**src/scrambled_greyscale_pwm_defs.svh**
```systemverilog
// Constants of the scrambled greyscale PWM generator.
// Assumes inclusion by bare name; definitions only.
`ifndef SCRAMBLED_GREYSCALE_PWM_DEFS_SVH
`define SCRAMBLED_GREYSCALE_PWM_DEFS_SVH

`define SYS_CLK_PERIOD_NS 5
`define PWM_STEP_NS 100
`define PWM_DIV_CYCLES ((`PWM_STEP_NS / `SYS_CLK_PERIOD_NS) < 1 ? 1 : \
    (`PWM_STEP_NS / `SYS_CLK_PERIOD_NS))
`define DIV_W 5
`define CHANNELS 12
`define GREY_W 12
`define GREY_BUS_W 144
`define GREY_RESET 12'h000
`define CYCLE_LAST 12'hFFF
`define POS_RESET 12'h000
`define SUB_W 5
`define SLOT_W 7
`define DIV_RESET 5'h00

`endif

```
**src/scrambled_pwm_pkg.sv**
```systemverilog
// Types of the scrambled greyscale PWM generator.
// Assumes the defs header supplies all numeric constants.
package scrambled_pwm_pkg;
    typedef enum logic {ST_RUN, ST_HALT} run_state_e;
endpackage

```
**src/subperiod_scatter.sv**
```systemverilog
// One channel's on/off decision at a given PWM clock position.
// Assumes position and value are stable registered signals.
`timescale 1ns/1ps
`include "scrambled_greyscale_pwm_defs.svh"

module subperiod_scatter (
    input wire logic [11:0] pos,
    input wire logic [11:0] value,
    output logic on
);
    function automatic logic [6:0] bit_reverse7(input logic [6:0] s);
        logic [6:0] r;
        for (int i = 0; i < 7; i++) begin
            r[i] = s[6 - i];
        end
        return r;
    endfunction

    logic [4:0] remainder;
    logic [6:0] quota;
    logic [11:0] shifted;
    logic [6:0] slot;

    always_comb begin
        remainder = value[`SUB_W-1:0];
        quota = value[11:`SUB_W];
        shifted = pos - {7'h00, remainder};
        slot = shifted[11:`SUB_W];
        // Leftover clocks lead the cycle [RULE3]
        if (pos < {7'h00, remainder}) begin
            on = 1'b1;
        end else begin
            // Bit-reversed slot order spreads 32-clock pieces evenly [RULE1] [RULE2] [RULE10]
            on = (bit_reverse7(slot) < quota);
        end
    end
endmodule

```
**src/scrambled_greyscale_pwm.sv**
```systemverilog
// Twelve-channel scrambled greyscale PWM generator.
// Assumes load, data and config bits come from serial logic on clk.
// What this block does
// RULE1: Scatter each channel's on-time across the cycle
// RULE2: Split on-time into 32-clock sub-periods, spread evenly
// RULE3: Leftover clocks go at the cycle start
// RULE4: PWM step is a 10 MHz internal clock
// RULE5: On for exactly greyscale value clocks per cycle
// RULE6: 4096-clock cycle repeats until off or reloaded
// RULE7: Twelve 12-bit greyscale values, reset to zero
// RULE8: Run-once bit stops after a single cycle
// RULE9: Disable bit forces all outputs off
// RULE10: Fixed slot positions give deterministic patterns
`timescale 1ns/1ps
`include "scrambled_greyscale_pwm_defs.svh"

module scrambled_greyscale_pwm (
    input wire logic clk,
    input wire logic rst_b,
    input wire logic greyscale_load,
    input wire logic [`GREY_BUS_W-1:0] greyscale_value,
    input wire logic outputs_disable,
    input wire logic run_once,
    output logic [`CHANNELS-1:0] channel_sink_outputs,
    output logic cycle_running
);
    logic rst_meta_r;
    logic rst_sync_b;

    always_ff @(posedge clk or negedge rst_b) begin
        if (!rst_b) begin
            rst_meta_r <= 1'b0;
            rst_sync_b <= 1'b0;
        end else begin
            rst_meta_r <= 1'b1;
            rst_sync_b <= rst_meta_r;
        end
    end

    // Timebase
    logic [`DIV_W-1:0] div_cnt_r, div_cnt_nxt;
    logic [11:0] pos_r, pos_nxt;
    scrambled_pwm_pkg::run_state_e state_r, state_nxt;
    logic tick;
    logic cycle_end;

    always_comb begin
        tick = (div_cnt_r == `DIV_W'(`PWM_DIV_CYCLES - 1));
        cycle_end = tick && (pos_r == `CYCLE_LAST);
        div_cnt_nxt = tick ? `DIV_RESET : div_cnt_r + `DIV_W'(1); // [RULE4]
        pos_nxt = pos_r;
        state_nxt = state_r;
        if (greyscale_load) begin
            // New data restarts the cycle [RULE6]
            div_cnt_nxt = `DIV_RESET;
            pos_nxt = `POS_RESET;
            state_nxt = scrambled_pwm_pkg::ST_RUN;
        end else begin
            case (state_r)
                scrambled_pwm_pkg::ST_RUN: begin
                    if (tick) begin
                        pos_nxt = pos_r + 12'h001; // [RULE6]
                    end
                    if (cycle_end && run_once) begin
                        state_nxt = scrambled_pwm_pkg::ST_HALT; // [RULE8]
                    end
                end
                default: begin
                    // Clearing run-once resumes endless running
                    if (!run_once) begin
                        state_nxt = scrambled_pwm_pkg::ST_RUN;
                        pos_nxt = `POS_RESET;
                        div_cnt_nxt = `DIV_RESET;
                    end
                end
            endcase
        end
    end

    always_ff @(posedge clk or negedge rst_sync_b) begin
        if (!rst_sync_b) begin
            div_cnt_r <= `DIV_RESET;
            pos_r <= `POS_RESET;
            state_r <= scrambled_pwm_pkg::ST_RUN;
        end else begin
            div_cnt_r <= div_cnt_nxt;
            pos_r <= pos_nxt;
            state_r <= state_nxt;
        end
    end

    // Greyscale store
    logic [`GREY_W-1:0] grey_r [`CHANNELS];
    logic [`GREY_W-1:0] grey_nxt [`CHANNELS];

    always_comb begin
        for (int n = 0; n < `CHANNELS; n++) begin
            grey_nxt[n] = greyscale_load ? greyscale_value[n*`GREY_W +: `GREY_W] : grey_r[n]; // [RULE7]
        end
    end

    always_ff @(posedge clk or negedge rst_sync_b) begin
        if (!rst_sync_b) begin
            for (int n = 0; n < `CHANNELS; n++) begin
                grey_r[n] <= `GREY_RESET; // [RULE7]
            end
        end else begin
            grey_r <= grey_nxt;
        end
    end

    // Channel pattern and output stage
    logic [`CHANNELS-1:0] on;
    logic [`CHANNELS-1:0] out_nxt;
    logic running_nxt;

    for (genvar g = 0; g < `CHANNELS; g++) begin : g_chan
        subperiod_scatter u_scatter (
            .pos(pos_r),
            .value(grey_r[g]),
            .on(on[g])
        );
    end

    always_comb begin
        running_nxt = (state_nxt == scrambled_pwm_pkg::ST_RUN);
        if (outputs_disable || state_r != scrambled_pwm_pkg::ST_RUN) begin
            out_nxt = '0; // [RULE9]
        end else begin
            out_nxt = on; // [RULE5]
        end
    end

    always_ff @(posedge clk or negedge rst_sync_b) begin
        if (!rst_sync_b) begin
            channel_sink_outputs <= '0;
            cycle_running <= 1'b0;
        end else begin
            channel_sink_outputs <= out_nxt;
            cycle_running <= running_nxt;
        end
    end

    // Checking helpers: on-clock count of channel 0 over one cycle
    logic [12:0] on_cnt_r, on_cnt_nxt;

    always_comb begin
        on_cnt_nxt = on_cnt_r;
        // Halted time must not leak into the next cycle's count
        if (greyscale_load || cycle_end || state_r != scrambled_pwm_pkg::ST_RUN) begin
            on_cnt_nxt = 13'h0000;
        end else if (tick) begin
            on_cnt_nxt = on_cnt_r + {12'h000, on[0]};
        end
    end

    always_ff @(posedge clk or negedge rst_sync_b) begin
        if (!rst_sync_b) begin
            on_cnt_r <= 13'h0000;
        end else begin
            on_cnt_r <= on_cnt_nxt;
        end
    end

    property p_tick_spacing;
        @(posedge clk) disable iff (!rst_sync_b)
        tick |=> !tick [*8];
    endproperty
    a_tick_spacing: assert property (p_tick_spacing) // [RULE4]
        else $error("PWM step shorter than expected");

    property p_cycle_wrap;
        @(posedge clk) disable iff (!rst_sync_b)
        (cycle_end && !run_once && !greyscale_load) |=> (pos_r == 12'h000 && cycle_running);
    endproperty
    a_cycle_wrap: assert property (p_cycle_wrap) // [RULE6]
        else $error("Cycle did not restart after 4096 steps");

    property p_run_once_stop;
        @(posedge clk) disable iff (!rst_sync_b)
        (cycle_end && run_once && !greyscale_load) |=> !cycle_running ##1 (channel_sink_outputs == '0);
    endproperty
    a_run_once_stop: assert property (p_run_once_stop) // [RULE8]
        else $error("Outputs active after single cycle");

    property p_disable;
        @(posedge clk) disable iff (!rst_sync_b)
        outputs_disable |=> (channel_sink_outputs == '0);
    endproperty
    a_disable: assert property (p_disable) // [RULE9]
        else $error("Output active while disabled");

    property p_load;
        @(posedge clk) disable iff (!rst_sync_b)
        greyscale_load |=> (grey_r[11] == $past(greyscale_value[143:132]) && pos_r == 12'h000);
    endproperty
    a_load: assert property (p_load) // [RULE7]
        else $error("Greyscale value not loaded");

    property p_remainder_first;
        @(posedge clk) disable iff (!rst_sync_b)
        (state_r == scrambled_pwm_pkg::ST_RUN && !outputs_disable && !greyscale_load
            && pos_r < {7'h00, grey_r[0][4:0]}) |=> channel_sink_outputs[0];
    endproperty
    a_remainder_first: assert property (p_remainder_first) // [RULE3]
        else $error("Leftover clocks not at cycle start");

    property p_no_subperiod;
        @(posedge clk) disable iff (!rst_sync_b)
        (grey_r[0][11:5] == 7'h00 && pos_r >= {7'h00, grey_r[0][4:0]}) |-> !on[0];
    endproperty
    a_no_subperiod: assert property (p_no_subperiod) // [RULE2]
        else $error("Sub-period output without quota");

    property p_on_count;
        @(posedge clk) disable iff (!rst_sync_b)
        (cycle_end && !greyscale_load) |-> (on_cnt_r + {12'h000, on[0]} == {1'b0, grey_r[0]});
    endproperty
    a_on_count: assert property (p_on_count) // [RULE5] [RULE1]
        else $error("On-time per cycle differs from greyscale value");

    property p_deterministic;
        @(posedge clk) disable iff (!rst_sync_b)
        (grey_r[0] == grey_r[1]) |-> (on[0] == on[1]);
    endproperty
    a_deterministic: assert property (p_deterministic) // [RULE10]
        else $error("Equal values give different patterns");
endmodule

```
**config.mk**
```make
export PLATFORM = sky130hd
export DESIGN_NAME = scrambled_greyscale_pwm
export DESIGN_NICKNAME = d
export VERILOG_FILES = /design/src/scrambled_pwm_pkg.sv /design/src/subperiod_scatter.sv /design/src/scrambled_greyscale_pwm.sv
export VERILOG_INCLUDE_DIRS = /design/src
export SDC_FILE = /design/constraint.sdc
export NUM_CORES = 1
export LEC_CHECK = 0
export BUFFER_PORTS_ARGS = -buffer_cell sky130_fd_sc_hd__buf_4
export CAP_MARGIN = 10
export CORE_MARGIN = 2
export CORE_UTILIZATION = 65
export CTS_BUF_LIST = sky130_fd_sc_hd__clkbuf_4 sky130_fd_sc_hd__clkbuf_8
export CTS_CLUSTER_SIZE = 28
export DETAILED_ROUTE_END_ITERATION = 8
export PLACE_DENSITY = 0.91
export RECOVER_POWER = 50
export SETUP_SLACK_MARGIN = 0.05
export SYNTH_ARGS = -nofsm -noshare
export SYNTH_HDL_FRONTEND = slang
export SYNTH_HIERARCHICAL = 1
export SYNTH_SLANG_ARGS = --single-unit
```
**constraint.sdc**
```tcl
create_clock -name clk -period 8.55 [get_ports clk]
set_clock_uncertainty 0.15 [all_clocks]
set_input_delay 2.565 -clock clk [delete_from_list [all_inputs] [get_ports clk]]
set_output_delay 2.565 -clock clk [all_outputs]
set_load 0.02 [all_outputs]
```
Yosys cells after proc, flatten, opt, wreduce, memory -nomap -nowiden

Index checks and enable logic that the tools add are counted.
W data, S select, Z words.

Bits in registers: 177
Input port bits: 149
Output and inout bits: 13
Word-level logic and storage cells: 91

$add $sub $neg: 14
Order comparisons: 24
Equal/unequal tests: 3
Multiplexer cells: 25
Bitwise gates (word level): 1
Reductions and logical operators: 5

Operator list:

| kind                    | number |
|---|---|
| $lt A12 B5 Y1           | 12 |
| $sub A12 B5 Y12         | 12 |
| $lt A7 B7 Y1            | 12 |
| $mux W12                | 5 |
| $mux W5                 | 4 |
| $mux W1                 | 16 |
| $add A12 B1 Y12 const B | 1 |
| $eq A12 B12 Y1 const B  | 1 |
| $add A5 B1 Y5 const B   | 1 |
| $eq A5 B5 Y1 const B    | 1 |
| $ne A3 B3 Y1 const B    | 1 |
| $reduce_bool A3 Y1      | 1 |
| $logic_and A1 B1 Y1     | 2 |
| $reduce_and A2 Y1       | 1 |
| $logic_or A1 B1 Y1      | 1 |
| $not A1 Y1              | 1 |

Depth between registers and ports, before layout

Depth in word-level cells: 7
Depth in mapped cells: 14
Mapped depth without buffers: 14

Cells and area by module

Netlist, hierarchy kept.

Modules (own cells, without submodules):

| module                                        | instances | cells each | area each (µm²) | seq. area each (µm²) |
|---|---|---|---|---|
| scrambled_greyscale_pwm                       | 1         | 433        | 6,750.2         | 4,429.2 |
| subperiod_scatter at g_chan[0].u_scatter ...  | 9         | 53         | 374.1           | 0.0 |
| subperiod_scatter at g_chan[11].u_scatter ... | 3         | 53         | 409.1           | 0.0 |

Worst setup path after synthesis

No wires, ideal clock.

Path type: in2reg
Start: input greyscale_load
End: register grey_r[0] (netlist bit)
Library setup time: 125 ps
Arrival time: 3,347 ps
Data required time: 8,275 ps
Path slack: 4,928 ps
Stages: 3
Path buffers: 2
Cell sequence: clkbuf_1 -> buf_2 -> mux2_2

RTL lines:

| element                        | RTL line                       | RTL |
|---|---|---|
| start: declaration             | scrambled_greyscale_pwm.sv:20  | `input wire logic greyscale_load,` |
| end signal: indexed assignment | scrambled_greyscale_pwm.sv:105 | `` grey_r[n] <= `GREY_RESET; `` |
| end signal: assignment         | scrambled_greyscale_pwm.sv:108 | `grey_r <= grey_nxt;` |
| end: declaration               | scrambled_greyscale_pwm.sv:93  | `` logic [`GREY_W-1:0] grey_r [`CHANNELS]; `` |

No word-level cell between the ends.

==> metrics <==
run status=finished with violations; violations in the final reports=max-capacitance violations, max-slew violations; DRT antenna net count=0; Worst-Margin Slew=4.41 ns; Async SR Flop Fraction=1.00; synthesized flop and latch total=177; met2 routing resource usage after global routing=0.518; count of hold-fix buffers inserted at cts=0; half-perimeter wire length of the detailed placement result=17,800 um; clock insertion delay at the later pin of the skew report=0.47 ns; Tmin final=5.34 ns; largest vdd supply drop=0.103 mV; via count of the routed design=8,811; clock-pin slew reported for the worst setup and hold paths after clock tree synthesis=0.08 ns; number of gates resized after CTS=0; number of ports placed on the die boundary=162; Post-CTS Setup Repair Bufs=0; CP max stage cell=clkbuf_1; number of instances in the placed design=1,441; horizontal die dimension=136 um; worst reg2reg path depth=1; leading area contributor after synthesis=dfrtp_1; type of destination of the critical path=async pin; number of nets in the layout=1,506; Power, Total=1.98 mW; final critical-path share of the clock period=0.624; unrepaired setup endpoints after global routing=false; maximum number of pins on one net before global-route repair=84; cell types occupying the most area after synthesis=dfrtp_1, mux2_2, ha_1, inv_1, xor2_1; top cells by count, synth=dfrtp_1, mux2_2, inv_1; post-detailed-placement cell area=12,800 um^2; minimum setup slack in the final design=3.21 ns; number of maximum-capacitance violations=2; GRT met1 Usage=0.352; clock buffer count from CTS=17; CTS tree=done; CORE AREA=17,200 um^2; initial antenna violation count=0; final routed DRC violation total=0; cell row count=48; path type of the worst min-delay path=reg -> reg; Critical Path, Cell by Cell=clkbuf_1; busiest layer in global routing=met2; maximum root-to-sink buffer count=2; share of layout cells above drive strength 1=0.313; most frequently used cell type in the post-synthesis netlist=dfrtp_1; maximum clock frequency=187 MHz; final standard cell count with taps included and fillers excluded=1,473; RePlAce Congestion=0.834; total standard cell area after synthesis=11,300 um^2; kind of critical path=reg -> async; final core area utilization=0.769; overall routing resource usage=0.295; Sink Count=177; Pwr Density=150 nW/um^2; initial drt markers=558; WL per Instance=17.9 um; post-placement setup slack=3.54 ns; initial core utilization=0.660; met3 GRT Util=0.0507; synthesized net count=1,340; n_diodes=0; wire length after detailed routing=26,400 um; detail-routed via count per cell=5.98; sequential share of the synthesized area=0.390; Final Hold Violating Endpoints=0; relative slew slack=-1.94; leakage dissipation=6.34 nW; logic depth of the worst path, buffers included=1; type of element launching the critical path=flop; kind of cell adding the most delay to the critical path=buffers and inverters; first-pass detailed-route iteration total=5; wire length of the first global-routing pass=42,900 um; largest driver fanout on the critical path=83; clock root cell=clkbuf_8; maximum cell stage delay along the critical path=3.13 ns; count of flip-flops with a built-in enable after synthesis=0; P&R area growth vs syn=16.4%; Hold Crit Depth=0; final-layout fill cell count=1,168; die area=18,500 um^2; number of pins exceeding their max-slew limit in the final report=152; count of H-tree levels built during CTS=4; average footprint of a synthesized cell=10.6 um^2; final cell area excluding filler cells=13,200 um^2; vias in the first global route=9,088; count of mapped cells out of synthesis=1,069; global route overflow=0; die boundary height=136 um; warning count from the yosys run=6; Worst EP required=7.95 ns; worst hold margin=0.226 ns; flip-flop cell with the highest count after synthesis=dfrtp_1; arrival time at the worst endpoint=4.74 ns; distinct cell type count of the synthesized netlist=51; Final setup violation count=0; post-synth top area share=0.390; TNS Setup=0 ns; worst-case register-to-register setup slack=3.21 ns; Critical path buffers and inverters=1; number of buffers added on ports=161
==> where the power goes <==
group | total, mW | leakage, nW | switching [mW] | internal (mW)
Clock | 0.640 | 0.219 | 0.298 | 0.342
Combinational | 0.392 | 4.02 | 0.187 | 0.206
Sequential | 0.952 | 2.10 | 0.0419 | 0.910
Total | 1.98 | 6.34 | 0.527 | 1.46
==> cell families (layout without fill, tap and decap cells) <==
logic type | after synthesis | in the layout | synth area share
AO/OA/AOI/OAI | 221 | 221 | 0.131
AND/OR/NAND/NOR | 189 | 189 | 0.0977
flip-flops | 177 | 177 | 0.390
buffers and inverters | 155 | 334 | 0.0543
multiplexers | 145 | 145 | 0.144
adder cells (fa/ha/maj) | 131 | 131 | 0.143
XOR/XNOR | 50 | 50 | 0.0386
other | 1 | 1 | 0.000331
==> area by class of cell <==
type                            instances  area, um^2  share of cell area
Clock buffer                           22         284              0.0215
Sequential cell                       177        4440               0.336
Timing Repair Buffer                  166        1240              0.0938
Inverter                              136         510              0.0386
Tap cell                              225         282              0.0213
Multi-Input combinational cell        737        6300               0.477
Clock inverter                         10         158              0.0119
==> final timing paths <==
kind                           startpoint     endpoint
setup / recovery               rst_sync_b   grey_r[26]
hold / removal                 rst_meta_r   rst_sync_b
setup reg to reg               rst_sync_b   grey_r[26]
hold reg to reg                rst_meta_r   rst_sync_b
max in group clk           greyscale_load     pos_r[9]
min in group asynchronous      rst_sync_b  grey_r[100]
==> cells in the final DEF, fill, tap and decap left out, drive strengths merged, types with 10 or more instances in the layout <==
cell    instances
and2           12
a31oi          20
o31ai          10
xnor2          14
clkbuf         25
o21ai          64
or4            12
a21o           24
nor2           30
a211oi         22
ha            122
nand2          51
a21oi          42
mux2          144
nand2b         36
buf           163
xor2           36
dfrtp         177
inv           136
nor3           12
==> registers in the layout (all words and copies together), names as in the netlist <==
signal and cells:
grey_r 144, channel_sink_outputs 12, pos_r 12, div_cnt_r 5, cycle_running 1, rst_meta_r 1, rst_sync_b 1, state_r 1
==> routing by layer <==
metal	up-vias	part of all wire
met3	91	0.066
li1	4147	-
met2	319	0.51
met5	-	0
met4	0	0.037
met1	4254	0.39
No activity file was read; power rests on OpenSTA's default activity.
